`config.mk`:
```
export PLATFORM = sky130hd
export DESIGN_NAME = serial_gain_word_loader
export DESIGN_NICKNAME = d
export VERILOG_FILES = /design/src/gain_loader_pkg.sv /design/src/serial_gain_word_loader.sv
export VERILOG_INCLUDE_DIRS = /design/src
export SDC_FILE = /design/constraint.sdc
export NUM_CORES = 1
export LEC_CHECK = 0
export BUFFER_PORTS_ARGS = -buffer_cell sky130_fd_sc_hd__buf_2
export CAP_MARGIN = 20
export CELL_PAD_IN_SITES_DETAIL_PLACEMENT = 0
export CELL_PAD_IN_SITES_GLOBAL_PLACEMENT = 1
export CORE_UTILIZATION = 47
export DETAILED_ROUTE_END_ITERATION = 6
export PLACE_DENSITY = 0.74
export SETUP_SLACK_MARGIN = 0.2
export SLEW_MARGIN = 20
export SYNTH_ARGS = -nofsm -noshare
export SYNTH_HDL_FRONTEND = slang
export SYNTH_SLANG_ARGS = --single-unit
```
`constraint.sdc`:
```
create_clock -name mclk_i -period 3 [get_ports mclk_i]
set_clock_uncertainty 0.1 [all_clocks]
set_input_delay 0.15 -clock mclk_i [delete_from_list [all_inputs] [get_ports mclk_i]]
set_output_delay 0.15 -clock mclk_i [all_outputs]
set_load 0.05 [all_outputs]
```
`src/gain_loader_consts.svh`:
```
// Constants for the serial gain word loader
`ifndef GAIN_LOADER_CONSTS_SVH
`define GAIN_LOADER_CONSTS_SVH
`define GL_WORD_BITS 8
`define GL_GAIN_RESET 8'h00
`define GL_CLK_MHZ 40
`define GL_APPLY_NS 30
`define GL_SHUTDOWN_NS 45
`define GL_SETTLE_NS 45
`define GL_POWERUP_US 200
// Nanosecond times round down, never below one cycle
`define GL_APPLY_CYC ((`GL_APPLY_NS * `GL_CLK_MHZ / 1000) < 1 ? 1 : (`GL_APPLY_NS * `GL_CLK_MHZ / 1000))
`define GL_SHUTDOWN_CYC ((`GL_SHUTDOWN_NS * `GL_CLK_MHZ / 1000) < 1 ? 1 : (`GL_SHUTDOWN_NS * `GL_CLK_MHZ / 1000))
`define GL_SETTLE_CYC ((`GL_SETTLE_NS * `GL_CLK_MHZ / 1000) < 1 ? 1 : (`GL_SETTLE_NS * `GL_CLK_MHZ / 1000))
`define GL_POWERUP_CYC (`GL_POWERUP_US * `GL_CLK_MHZ)
`endif

```
`src/gain_loader_pkg.sv`:
```
// Types for the serial gain word loader
package gain_loader_pkg;
	typedef logic [7:0] gain_code_t;
	typedef enum logic [2:0] {
		ST_IDLE = 3'b001,
		ST_SHIFT = 3'b010,
		ST_APPLY = 3'b100
	} load_state_e;
endpackage

```
`src/serial_gain_word_loader.sv`:
```
// Serial gain word loader: three-wire load path and shutdown control
`timescale 1ns/1ps
`include "gain_loader_consts.svh"

// What this block does
// - Write cycle starts on enable falling edge
// - Bits captured on serial clock falling edge
// - Gain applied two mclk cycles after the synced enable rise
// - Code 0 to 255 sets linear gain
// - Shutdown accepted anytime, output off 45 ns
// - Gain code kept during shutdown
// - Word loads while shutdown held low
// - Output settles 45 ns after shutdown rise
// - Enable low at power-up gives minimum gain
// - Word shifted in MSB first
// - Latch holds old gain while enable low
// - Enable rise applies word, stops shifting
module serial_gain_word_loader #(
	parameter int POWERUP_CYC = `GL_POWERUP_CYC
) (
	input wire logic mclk_i,
	input wire logic rst_n_i,
	input wire logic serial_clk_i,
	input wire logic serial_gain_input_i,
	input wire logic gain_load_enable_n_i,
	input wire logic output_shutdown_n_i,
	output gain_loader_pkg::gain_code_t gain_code_o,
	output logic output_enable_o,
	output logic output_settled_o,
	output logic busy_o
);
	import gain_loader_pkg::*;

	localparam int SD_CYC = `GL_SHUTDOWN_CYC;
	localparam int ST_CYC = `GL_SETTLE_CYC;
	localparam int AP_CYC = `GL_APPLY_CYC;

	// ----------------------------------------
	// Pin synchronisers
	// ----------------------------------------
	logic [1:0] sck_s;
	logic [1:0] sdi_s;
	logic [1:0] en_s;
	logic [1:0] sd_s;
	logic sck_d;
	logic en_d;
	logic sd_d;

	always_ff @(posedge mclk_i)
	begin
		if (!rst_n_i)
		begin
			sck_s <= 2'h0;
			sdi_s <= 2'h0;
			en_s <= 2'h3;
			sd_s <= 2'h3;
			sck_d <= 1'b0;
			en_d <= 1'b1;
			sd_d <= 1'b1;
		end
		else
		begin
			sck_s <= {sck_s[0], serial_clk_i};
			sdi_s <= {sdi_s[0], serial_gain_input_i};
			en_s <= {en_s[0], gain_load_enable_n_i};
			sd_s <= {sd_s[0], output_shutdown_n_i};
			sck_d <= sck_s[1];
			en_d <= en_s[1];
			sd_d <= sd_s[1];
		end
	end

	logic sck_fall;
	logic en_fall;
	logic en_rise;
	assign sck_fall = sck_d && !sck_s[1];
	assign en_fall = en_d && !en_s[1];
	assign en_rise = !en_d && en_s[1];

	// ----------------------------------------
	// Load sequence
	// ----------------------------------------
	load_state_e state;
	gain_code_t shift;
	logic pwr_start;

	always_ff @(posedge mclk_i)
	begin
		if (!rst_n_i)
			state <= ST_IDLE;
		else
		begin
			case (state)
				ST_IDLE:
					if (en_fall)
						state <= ST_SHIFT;
				ST_SHIFT:
					if (en_rise)
						state <= ST_APPLY;
				ST_APPLY:
					state <= ST_IDLE;
				default:
					state <= ST_IDLE;
			endcase
		end
	end

	// Shutdown does not gate shifting, so a preload works while off
	always_ff @(posedge mclk_i)
	begin
		if (!rst_n_i)
			shift <= `GL_GAIN_RESET;
		else if (state == ST_SHIFT && sck_fall)
			shift <= {shift[6:0], sdi_s[1]};
	end

	// Enable already low when reset leaves: start at minimum gain
	always_ff @(posedge mclk_i)
	begin
		if (!rst_n_i)
			pwr_start <= 1'b1;
		else
			pwr_start <= 1'b0;
	end

	// Latch closed while shifting, loads the shifted word in the one ST_APPLY cycle
	always_ff @(posedge mclk_i)
	begin
		if (!rst_n_i)
			gain_code_o <= `GL_GAIN_RESET;
		else if (state == ST_APPLY)
			gain_code_o <= shift;
	end

	always_ff @(posedge mclk_i)
	begin
		if (!rst_n_i)
			busy_o <= 1'b0;
		else
			busy_o <= (state == ST_SHIFT);
	end

	// ----------------------------------------
	// Shutdown and settling
	// ----------------------------------------
	logic [15:0] sd_cnt;
	logic [31:0] pu_cnt;

	always_ff @(posedge mclk_i)
	begin
		if (!rst_n_i)
			sd_cnt <= 16'h0000;
		else if (sd_s[1] != sd_d)
			sd_cnt <= 16'h0001;
		else if (sd_cnt != 16'h0000 && sd_cnt < 16'(SD_CYC > ST_CYC ? SD_CYC : ST_CYC))
			sd_cnt <= sd_cnt + 16'h0001;
		else
			sd_cnt <= 16'h0000;
	end

	// Outputs follow shutdown after the fixed delay; gain untouched
	always_ff @(posedge mclk_i)
	begin
		if (!rst_n_i)
			output_enable_o <= 1'b0;
		else if (!sd_d && sd_cnt == 16'(SD_CYC))
			output_enable_o <= 1'b0;
		else if (sd_d && sd_cnt == 16'(ST_CYC) && pu_cnt == 32'h0)
			output_enable_o <= 1'b1;
		else if (sd_d && sd_cnt == 16'h0000 && pu_cnt == 32'h0)
			output_enable_o <= 1'b1;
	end

	always_ff @(posedge mclk_i)
	begin
		if (!rst_n_i)
			pu_cnt <= 32'(POWERUP_CYC);
		else if (pu_cnt != 32'h0)
			pu_cnt <= pu_cnt - 32'h1;
	end

	always_ff @(posedge mclk_i)
	begin
		if (!rst_n_i)
			output_settled_o <= 1'b0;
		else
			output_settled_o <= output_enable_o && pu_cnt == 32'h0 && sd_cnt == 16'h0000;
	end
endmodule // serial_gain_word_loader

```
* Word-level counts from Yosys, hierarchy flattened
Cells that the tools add are included.
** Storage, ports and cells
- Input port bits :: 6
- Output and inout port bits :: 11
- Word-level logic and storage cells :: 59
- Register bits after elaboration :: 81
** Cells by class
- Add/subtract/negate cells :: 2
- Reduce and logical (&&, ||, !) cells :: 24
- Equal/unequal tests :: 7
- Bitwise operators :: 2
- $lt $le $gt $ge :: 1
- Muxes and demuxes :: 7
** Operators with widths (number)
- 32-bit zero test :: 1
- 32-bit nonzero test :: 1
- 32-bit by 1-bit subtractor with 32-bit output (second input constant) :: 1
- 16-bit by 1-bit adder with 16-bit output (second input constant) :: 1
- 16-bit by 1-bit == test with 1-bit output (second input constant) :: 1
- 16-bit zero test :: 1
- 16-bit by 1-bit < comparator with 1-bit output (second input constant) :: 1
- 16-bit nonzero test :: 1
- 1-bit logical AND :: 12
- 3-bit 2-to-1 mux :: 2
- 3-bit one-hot mux with 2 select lines :: 1
- 1-bit zero test :: 4
- 1-bit 2-to-1 mux :: 4
- 2-bit != test (second input constant) :: 2
- 3-bit by 1-bit == test with 1-bit output (second input constant) :: 1
- 3-bit by 2-bit == test with 1-bit output (second input constant) :: 1
- 3-bit == test (second input constant) :: 1
- 3-bit OR reduction :: 1
- 1-bit NOT :: 2
- 2-bit AND reduction :: 1
- 2-bit nonzero test :: 1
- 2-bit OR reduction :: 1
- 1-bit != test :: 1

* Logic depth before layout (Yosys ltp)
Gate-level depths: netlist of run 1.
- Depth in word-level cells :: 5
- Mapped depth :: 8
- Depth with buffers taken out :: 7

* Worst setup path after synthesis of run 1
Ideal clock, no wire load.
- Path kind :: flip-flop to flip-flop
- Start :: reg pu_cnt[19]
- End :: reg pu_cnt[29]
- Setup time :: 70 ps
- Arrival time :: 2291 ps
- Cell stages (with the launch flop) :: 6
- Slack :: 539 ps
- Data required time :: 2830 ps
- Clock period less this slack :: 2461 ps
- Buffers on the path :: 0
- Cell sequence :: dfxtp_1 -> or3_4 -> or4b_4 -> or4_4 -> or4_1 -> a21oi_1
** On the way
- Cells in the longest elaborated chain, start to end :: 1
- Elaborated cells between the ends (all ways) :: 2
- Classes of those cells :: add/sub: 1; reduce/logical: 1
** Ends and longest elaborated chain
- from (decl) :: line serial_gain_word_loader.sv:147 : logic [31:0] pu_cnt;
- from (signal assigned) :: line serial_gain_word_loader.sv:177 : pu_cnt <= 32'(POWERUP_CYC);
- from (signal assigned) :: line serial_gain_word_loader.sv:179 : pu_cnt <= pu_cnt - 32'h1;
- 32-bit by 1-bit subtractor with 32-bit output / 32-bit nonzero test (equally long branches) :: line serial_gain_word_loader.sv:179, serial_gain_word_loader.sv:178
Parallel ways exist; a longest one is shown, timed or not.
A chain may end at the register's enable or synchronous reset.

* Worst setup path in the final report of run 1
Ends and elaborated chain as after synthesis.

==> impl_metrics.toml, run 1 <==
[timing]
setup_slack_ns = 0.449
fmax_ghz = 0.392
setup_violations = 0
fin_crit_sh_pct = 85.0
rsz0062_at_grt = "false"
hold_viol_final = 0
tightest_slew_ns = 0.810
tns_ns = 0
fin_crit_ns = 2.55
relSlewSlack_pct = 46.0
final_max_slew_viol_count = 0

[place]
post_dp_cell_area_um2 = 3400
numPortBuffers = 16
place_ws_ns = 0.466
gp_congestion = 0.739
place_hpwl_um = 3720

[layout]
fin_area_um2 = 3630
area_growth_pct = 15.0
insertedDiodeCount = 0
utilization_pct = 56.5
drive_above_1_share_pct = 15.2
finalNetCount = 380

[cts]
cts_resized = 0
cts_sinks = 81
htreeDepth = 3
cts-root-buf = "clkbuf_8"
clkTransAtPathRegs_ns = 0.08
insertion_delay_ns = 0.33
cts_buffers = 9
cts_max_path_buffers = 2
tritoncts = "yes"

[worst_setup_path]
required_ns = 3.17
crit_chain = "or3_4, or4b_4, or4_4, or4_1, a21oi_1"
critPathArrivalTime_ns = 2.72
critPathCaptureType = "register"
crit_fanout = 7
crit_slowest_cell = "or4b_4"
cp.buffers_inverters = 0
criticalPathCategory = "reg2reg"
path_delay_family = "simple AND/OR/NAND/NOR gates"
cp-start-kind = "register"
slowest_delay_ns = 0.51

[global_route]
grt_pass1_vias = 2174
gr-total-overflow = 0
grt_start_max_net_pins = 32
antenna_found_initial = 0
grt_use_total_pct = 17.0
grt_pass1_wl_um = 9650

[synthesis]
synthMuxAreaShare_pct = 6.66
synth_top_area_share_pct = 51.4
synth_cells = 329
synth.distinct_cells = 48
synth_top_family_by_area = "simple AND/OR/NAND/NOR gates"
synthFlopType = "dfxtp_1"
synth-compound-area-share_pct = 9.67
synth_top_area_cell = "dfxtp_1"
synth_warnings = 0
syn_area_um2 = 3160
synth_edf_count = 0
synth-xor-area-share_pct = 1.11
synthTopCellsByArea = "dfxtp_1, mux2i_1, nor2_1"
syn_area_per_cell_um2 = 9.59
ys_seq_elements = 81
async_flop_share_pct = 0
synthAdderAreaFrac_pct = 1.98
seq_area_frac_synth_pct = 51.4
synth-simple-area-share_pct = 26.2

[floorplanning]
die-area_um2 = 7050
start_util_pct = 49.1
num_rows = 29
core_area_um2 = 6420
pin_count = 17
die_h_um = 83.9
die_w_um = 83.9

[routing]
vias_per_cell = 5.23
drt-initial-drc-count = 84
dr.pass1.iters = 7
via_count = 2358
wl_per_cell_um = 12.2
drc = 6
wirelength_um = 5500
drtAntennaViolNets = 0

[pwr]
leakagePower_nw = 1.35
powerDensity_nw_per_um2 = 544
peakVddDrop_uv = 271
p_total_mw = 1.98

[flow_run]
cap_violations = 0

[worst_hold_path]
worst_hold_path_type = "in2reg"

[status]
violations = "DRC"
status = "finished, violations left"
==> cells by family (layout without fill, tap and decap cells) <==
logic type      count (synthesis)  in the layout
simple gates                  145            145
flops                          81             81
compound gates                 51             51
mux                            21             21
buf+inv                        21             54
fa+ha+maj                       5              5
xor+xnor                        4              4
other cells                     1             13
==> worst paths after layout <==
check | from | end | slack [ns] | cells after the start
hold / removal | rst_n_i | pu_cnt[12] | 0.18 | 3
hold reg to reg | en_s[0] | en_s[1] | 0.31 | 1
setup / recovery | pu_cnt[19] | pu_cnt[29] | 0.45 | 5
setup reg to reg | pu_cnt[19] | pu_cnt[29] | 0.45 | 5
==> power by group <==
group | total (mW) | switching (mW) | leakage (nW) | internal (mW)
clock network | 0.732 | 0.400 | 0.0895 | 0.332
registers | 1.13 | 0.0263 | 0.662 | 1.11
logic | 0.111 | 0.0605 | 0.601 | 0.0502
total | 1.98 | 0.487 | 1.35 | 1.49
==> timing repair <==
action,CTS,global route
endpoints found under the hold margin,4,0
hold buffers,4,0
buffers inserted,0,0
==> worst min-delay path: stages <==
cell	delay, ns
buf_2	0.10
buf_4	0.23
nand2_1	0.09
==> flip-flops by register name, indices dropped and copies added (netlist names) <==
name,cells
sd_cnt,16
sck_s,2
sdi_s,2
busy_o,1
sd_s,2
pu_cnt,32
en_s,2
output_enable_o,1
state,3
shift,8
output_settled_o,1
en_d,1
gain_code_o,8
sck_d,1
sd_d,1
==> synth_stat cells, types with 2 or more instances <==
cell type  count
a21oi_1       21
and2_1         6
clkbuf_1      11
dfxtp_1       81
ha_1           5
inv_1          7
mux2i_1       21
nand2_1       13
nand2b_1      15
nand3_1        9
nand4_1        2
nor2_1        36
nor3_1        11
nor3b_1        3
nor4_1        15
o211ai_1       4
o21ai_0       12
o31ai_1        7
or3_1          8
or4_1          9
or4_2          4
xnor2_1        2
xor2_1         2
==> stage by stage <==
step                      hold WS (ns)  instances
after floorplan                  0.151        341
after CTS                        0.165        451
after global routing             0.191        451
final                            0.178        451
after global placement           0.237        431
after detailed placement         0.255        431
==> final cells by class <==
cell class | instances | area, um2
Clock buffer | 10 | 138
Clock inverter | 6 | 50.0
Fill cell | 587 | 2790
Inverter | 7 | 26.3
Multi-Input combinational cell | 239 | 1500
Sequential cell | 81 | 1620
Tap cell | 77 | 96.3
Timing Repair Buffer | 31 | 203
==> cells in the final DEF (no fill, tap or decap), drive strengths merged, types with 10 or more instances in the layout <==
| master | n |
|---|---|
| dfxtp | 81 |
| a21oi | 21 |
| o21ai | 12 |
| nor4 | 15 |
| buf | 27 |
| nand2 | 13 |
| mux2i | 21 |
| or3 | 10 |
| nand2b | 15 |
| nor3 | 11 |
| or4 | 14 |
| conb | 13 |
| nor2 | 36 |
| clkbuf | 10 |
==> layer usage <==
metal,up-vias,GRT usage (%),routed length [um]
li1,1255,-,-
met1,1074,22.8,2890
met2,27,26.6,2470
met3,2,3.56,117
met4,0,7.05,29
met5,-,0,0
Power figures use the tool's default switching activity.
==> run 2, diff against run 1 <==
CORE_UTILIZATION = 42   (was 47)
PLACE_DENSITY = 0.7   (was 0.74)
clock period = 2.2 ns   (was 3 ns; I/O delays follow)
==> impl_metrics.toml, run 2 (synthesis gave the netlist of run 1 again) <==
[worst_hold_path]
min_from = "rst_n_i"
worst_hold_path_type = "in2reg"
whs_path_depth = 3

[pwr]
powerDensity_nw_per_um2 = 652
p_total_mw = 2.88
peakVddDrop_uv = 475
leakagePower_nw = 1.67

[worst_setup_path]
reg2reg_from = "pu_cnt[21]"
cp-start-kind = "register"
crit_chain = "or3_4, or4b_4, or4_4, buf_6, o31ai_1, a21oi_2"
slowest_delay_ns = 0.49
worstSetupStartpoint = "pu_cnt[21]"
critPathCaptureType = "register"
path_delay_family = "simple AND/OR/NAND/NOR gates"
required_ns = 2.34
criticalPathCategory = "reg2reg"
critPathArrivalTime_ns = 2.60
crit_fanout = 3
crit_slowest_cell = "or4b_4"
cp.buffers_inverters = 1
cp.depth = 6
reg2regPathDepth = 6

[cts]
cts_sinks = 81
cts_max_path_buffers = 2
cts_buffers = 9
clkTransAtPathRegs_ns = 0.08
htreeDepth = 3
tritoncts = "yes"
cts-root-buf = "clkbuf_8"
insertion_delay_ns = 0.35

[layout]
largest_reg_flops = 32
utilization_pct = 61.0
fin_area_um2 = 4420
insertedDiodeCount = 0
instances_no_fill = 517
layout_common_cells = "dfxtp_1, buf_4, nor2_1"
final_common_cell = "dfxtp_1"
drive_above_1_share_pct = 37.3
area_growth_pct = 40.1
finalNetCount = 426
regMostFlops = "pu_cnt"
reg_top3 = "pu_cnt: 32 flops, sd_cnt: 16 flops"
fillers = 640

[floorplanning]
die-area_um2 = 7860
die_h_um = 88.7
num_rows = 31
pin_count = 17
die_w_um = 88.7
start_util_pct = 43.5
core_area_um2 = 7250

[place]
place_hpwl_um = 4160
numPortBuffers = 16
gp_congestion = 0.772
placed_cells = 477
post_dp_cell_area_um2 = 3700
place_ws_ns = -0.244

[routing]
vias_per_cell = 5.15
dr.pass1.iters = 4
wirelength_um = 6920
via_count = 2664
drc = 0
drtAntennaViolNets = 0
wl_per_cell_um = 13.4
drt-initial-drc-count = 146

[status]
status = "finished, violations left"
violations = "setup timing"

[timing]
setup_violations = 3
tns_ns = -0.653
setup_slack_ns = -0.261
final_max_slew_viol_count = 0
rsz0062_at_grt = "true"
hold_viol_final = 0
fmax_ghz = 0.406
hold_ws_ns = 0.126
fin_crit_ns = 2.46
fin_crit_sh_pct = 112

[global_route]
antenna_found_initial = 0
grt_use_total_pct = 18.6
grt_pass1_vias = 2388
grt_pass1_wl_um = 11000
gr-total-overflow = 0
grt_start_max_net_pins = 32

[flow_run]
cap_violations = 0
-- run 2: changes by cell type in the layout (fill, tap and decap cells not counted), moves of 4 or more --
cell / previous run / this run
or4_1: 9 / 3
dfxtp_1: 81 / 72
or4_4: 1 / 10
nor4_4: 0 / 8
nor4_1: 15 / 5
buf_4: 11 / 43
dfxtp_2: 0 / 8
a21oi_2: 0 / 8
a21oi_1: 21 / 12
nor2_1: 36 / 32
buf_6: 0 / 10
-- run 2: timing repair --
action | 4_1_cts | 5_1_grt
hold buffers | 4 | 0
endpoints found under the hold margin | 4 | 0
resized for setup | 34 | 42
cloned | 1 | 1
pin swaps | 12 | 14
endpoints found under the setup margin | 26 | 29
buffers inserted | 12 | 8
-- run 2: where the power goes --
| part | switching (mW) | internal, mW | leakage [nW] | total (mW) |
|---|---|---|---|---|
| registers | 0.0467 | 1.51 | 0.663 | 1.56 |
| logic | 0.129 | 0.145 | 0.910 | 0.274 |
| clock network | 0.536 | 0.514 | 0.0953 | 1.05 |
-- run 2: worst paths after layout --
path	slack, ns	to
worst max register to register	-0.26	pu_cnt[29]
worst min register to register	0.31	sd_s[1]
worst max-delay path	-0.26	pu_cnt[29]
worst min-delay path	0.13	pu_cnt[12]
-- run 2: layer usage --
metal  up-vias  track usage (%)  wire length [um]
li1       1348                -                 -
met5         -                0                 0
met2        38             29.3              3200
met3        10             3.92               181
met4         0             9.24               118
met1      1268             24.3              3430
-- run 2: cell type report --
| type | count | area, um2 | share of cell area [%] |
|---|---|---|---|
| Multi-Input combinational cell | 241 | 1860 | 42.0 |
| Clock inverter | 5 | 57.6 | 1.30 |
| Sequential cell | 81 | 1640 | 37.0 |
| Inverter | 7 | 26.3 | 0.594 |
| Tap cell | 99 | 124 | 2.80 |
| Clock buffer | 9 | 124 | 2.80 |
| Timing Repair Buffer | 75 | 596 | 13.5 |
-- run 2: tightest hold or removal path: cells and delay by family --
family                 cells  cell delay (ns)
buffers and inverters      2             0.35
and+or+nand+nor            1             0.09
==> run 3, diff against run 2 <==
CORE_MARGIN = 3   (was not set)
==> impl_metrics.toml, run 3 (synthesis gave the netlist of run 1 again) <==
[pwr]
p_total_mw = 3.13
peakVddDrop_uv = 690
powerDensity_nw_per_um2 = 690
leakagePower_nw = 1.69

[cts]
cts-root-buf = "clkbuf_8"
htreeDepth = 3
insertion_delay_ns = 0.35
tritoncts = "yes"
cts_buffers = 9
cts_sinks = 81
cts_max_path_buffers = 2
clkTransAtPathRegs_ns = 0.08

[timing]
hold_viol_final = 0
tightest_slew_ns = 0.487
relSlewSlack_pct = 67.2
fin_crit_ns = 2.37
setup_slack_ns = -0.171
hold_ws_ns = 0.0105
rsz0062_at_grt = "true"
tns_ns = -0.508
final_max_slew_viol_count = 0
setup_violations = 4
fin_crit_sh_pct = 108
fmax_ghz = 0.422

[layout]
drive_above_1_share_pct = 38.7
area_growth_pct = 43.6
multi_input_area_um2 = 1880
reg_top3 = "pu_cnt: 32 flops, sd_cnt: 16 flops"
final_common_cell = "dfxtp_1"
finalNetCount = 428
utilization_pct = 64.6
instances_no_fill = 517
insertedDiodeCount = 0
regMostFlops = "pu_cnt"
fin_area_um2 = 4530
largest_reg_flops = 32
regArea_um2 = 1650
fillers = 614
layout_common_cells = "dfxtp_1, buf_4, nor2_1"

[routing]
drtAntennaViolNets = 0
drc = 0
drt-initial-drc-count = 67
via_count = 2650
wirelength_um = 7290
vias_per_cell = 5.13
wl_per_cell_um = 14.1
dr.pass1.iters = 4

[worst_setup_path]
slowest_delay_ns = 0.49
crit_slowest_cell = "or4b_4"
crit_fanout = 4
critPathCaptureType = "register"
critPathArrivalTime_ns = 2.56
reg2reg_setup_slack_ns = -0.17
required_ns = 2.39
criticalPathCategory = "reg2reg"
crit_top_cell = "or4_4"
crit_chain = "or3_4, or4b_4, or4_4, or4_4, a21oi_2"
cp-start-kind = "register"

[place]
place_ws_ns = -0.238
numPortBuffers = 16
post_dp_cell_area_um2 = 3690
placed_cells = 475
gp_congestion = 0.751
place_hpwl_um = 4150

[floorplanning]
pin_count = 17
num_rows = 30
die-area_um2 = 8590
die_w_um = 92.7
die_h_um = 92.7
start_util_pct = 45.0
core_area_um2 = 7020

[status]
status = "finished, violations left"
violations = "setup timing"

[global_route]
grt_pass1_vias = 2560
grt_pass1_wl_um = 12100
antenna_found_initial = 0
grt_start_max_net_pins = 32
grt_use_total_pct = 17.9
gr-total-overflow = 0

[flow_run]
cap_violations = 0

[worst_hold_path]
worst_hold_path_type = "in2reg"
-- run 3: final cells by class --
type | count | area share, %
tap | 96 | 2.65
sequential | 81 | 36.4
multi-input combinational | 241 | 41.6
timing repair buffer | 77 | 13.5
clock buffer | 9 | 2.73
clock inverter | 6 | 2.54
inverter | 7 | 0.635
-- run 3: worst max-delay path: cells and delay by family, from the launching register on --
kind / cells / cell delay, ns
AOI/OAI and AO/OA: 1 / 0.12
DFF: 1 / 0.32
and+or+nand+nor: 4 / 1.77
-- run 3: timing repair --
item / 4_1_cts / 5_1_grt
pin swaps: 18 / 30
gates resized for setup: 47 / 54
cloned: 3 / 0
buffers inserted: 9 / 11
endpoints found under the setup margin: 33 / 32
hold buffers: 4 / 0
hold endpoints to repair: 4 / 0
-- run 3: worst paths after layout --
path / from / to / cells after the start
max: pu_cnt[21] / pu_cnt[29] / 5
min: rst_n_i / gain_code_o[3] / 3
max reg2reg: pu_cnt[21] / pu_cnt[29] / 5
min reg2reg: sd_s[0] / sd_s[1] / 1
-- run 3: power breakdown --
part | switching (mW) | internal, mW
registers | 0.0421 | 1.51
clock network | 0.547 | 0.755
logic | 0.136 | 0.136
-- run 3: per-layer routing --
layer	wire length (um)	track usage [%]
met1	3430	22.2
met4	99	6.35
met2	3540	29.5
met5	0	0
met3	225	5.20
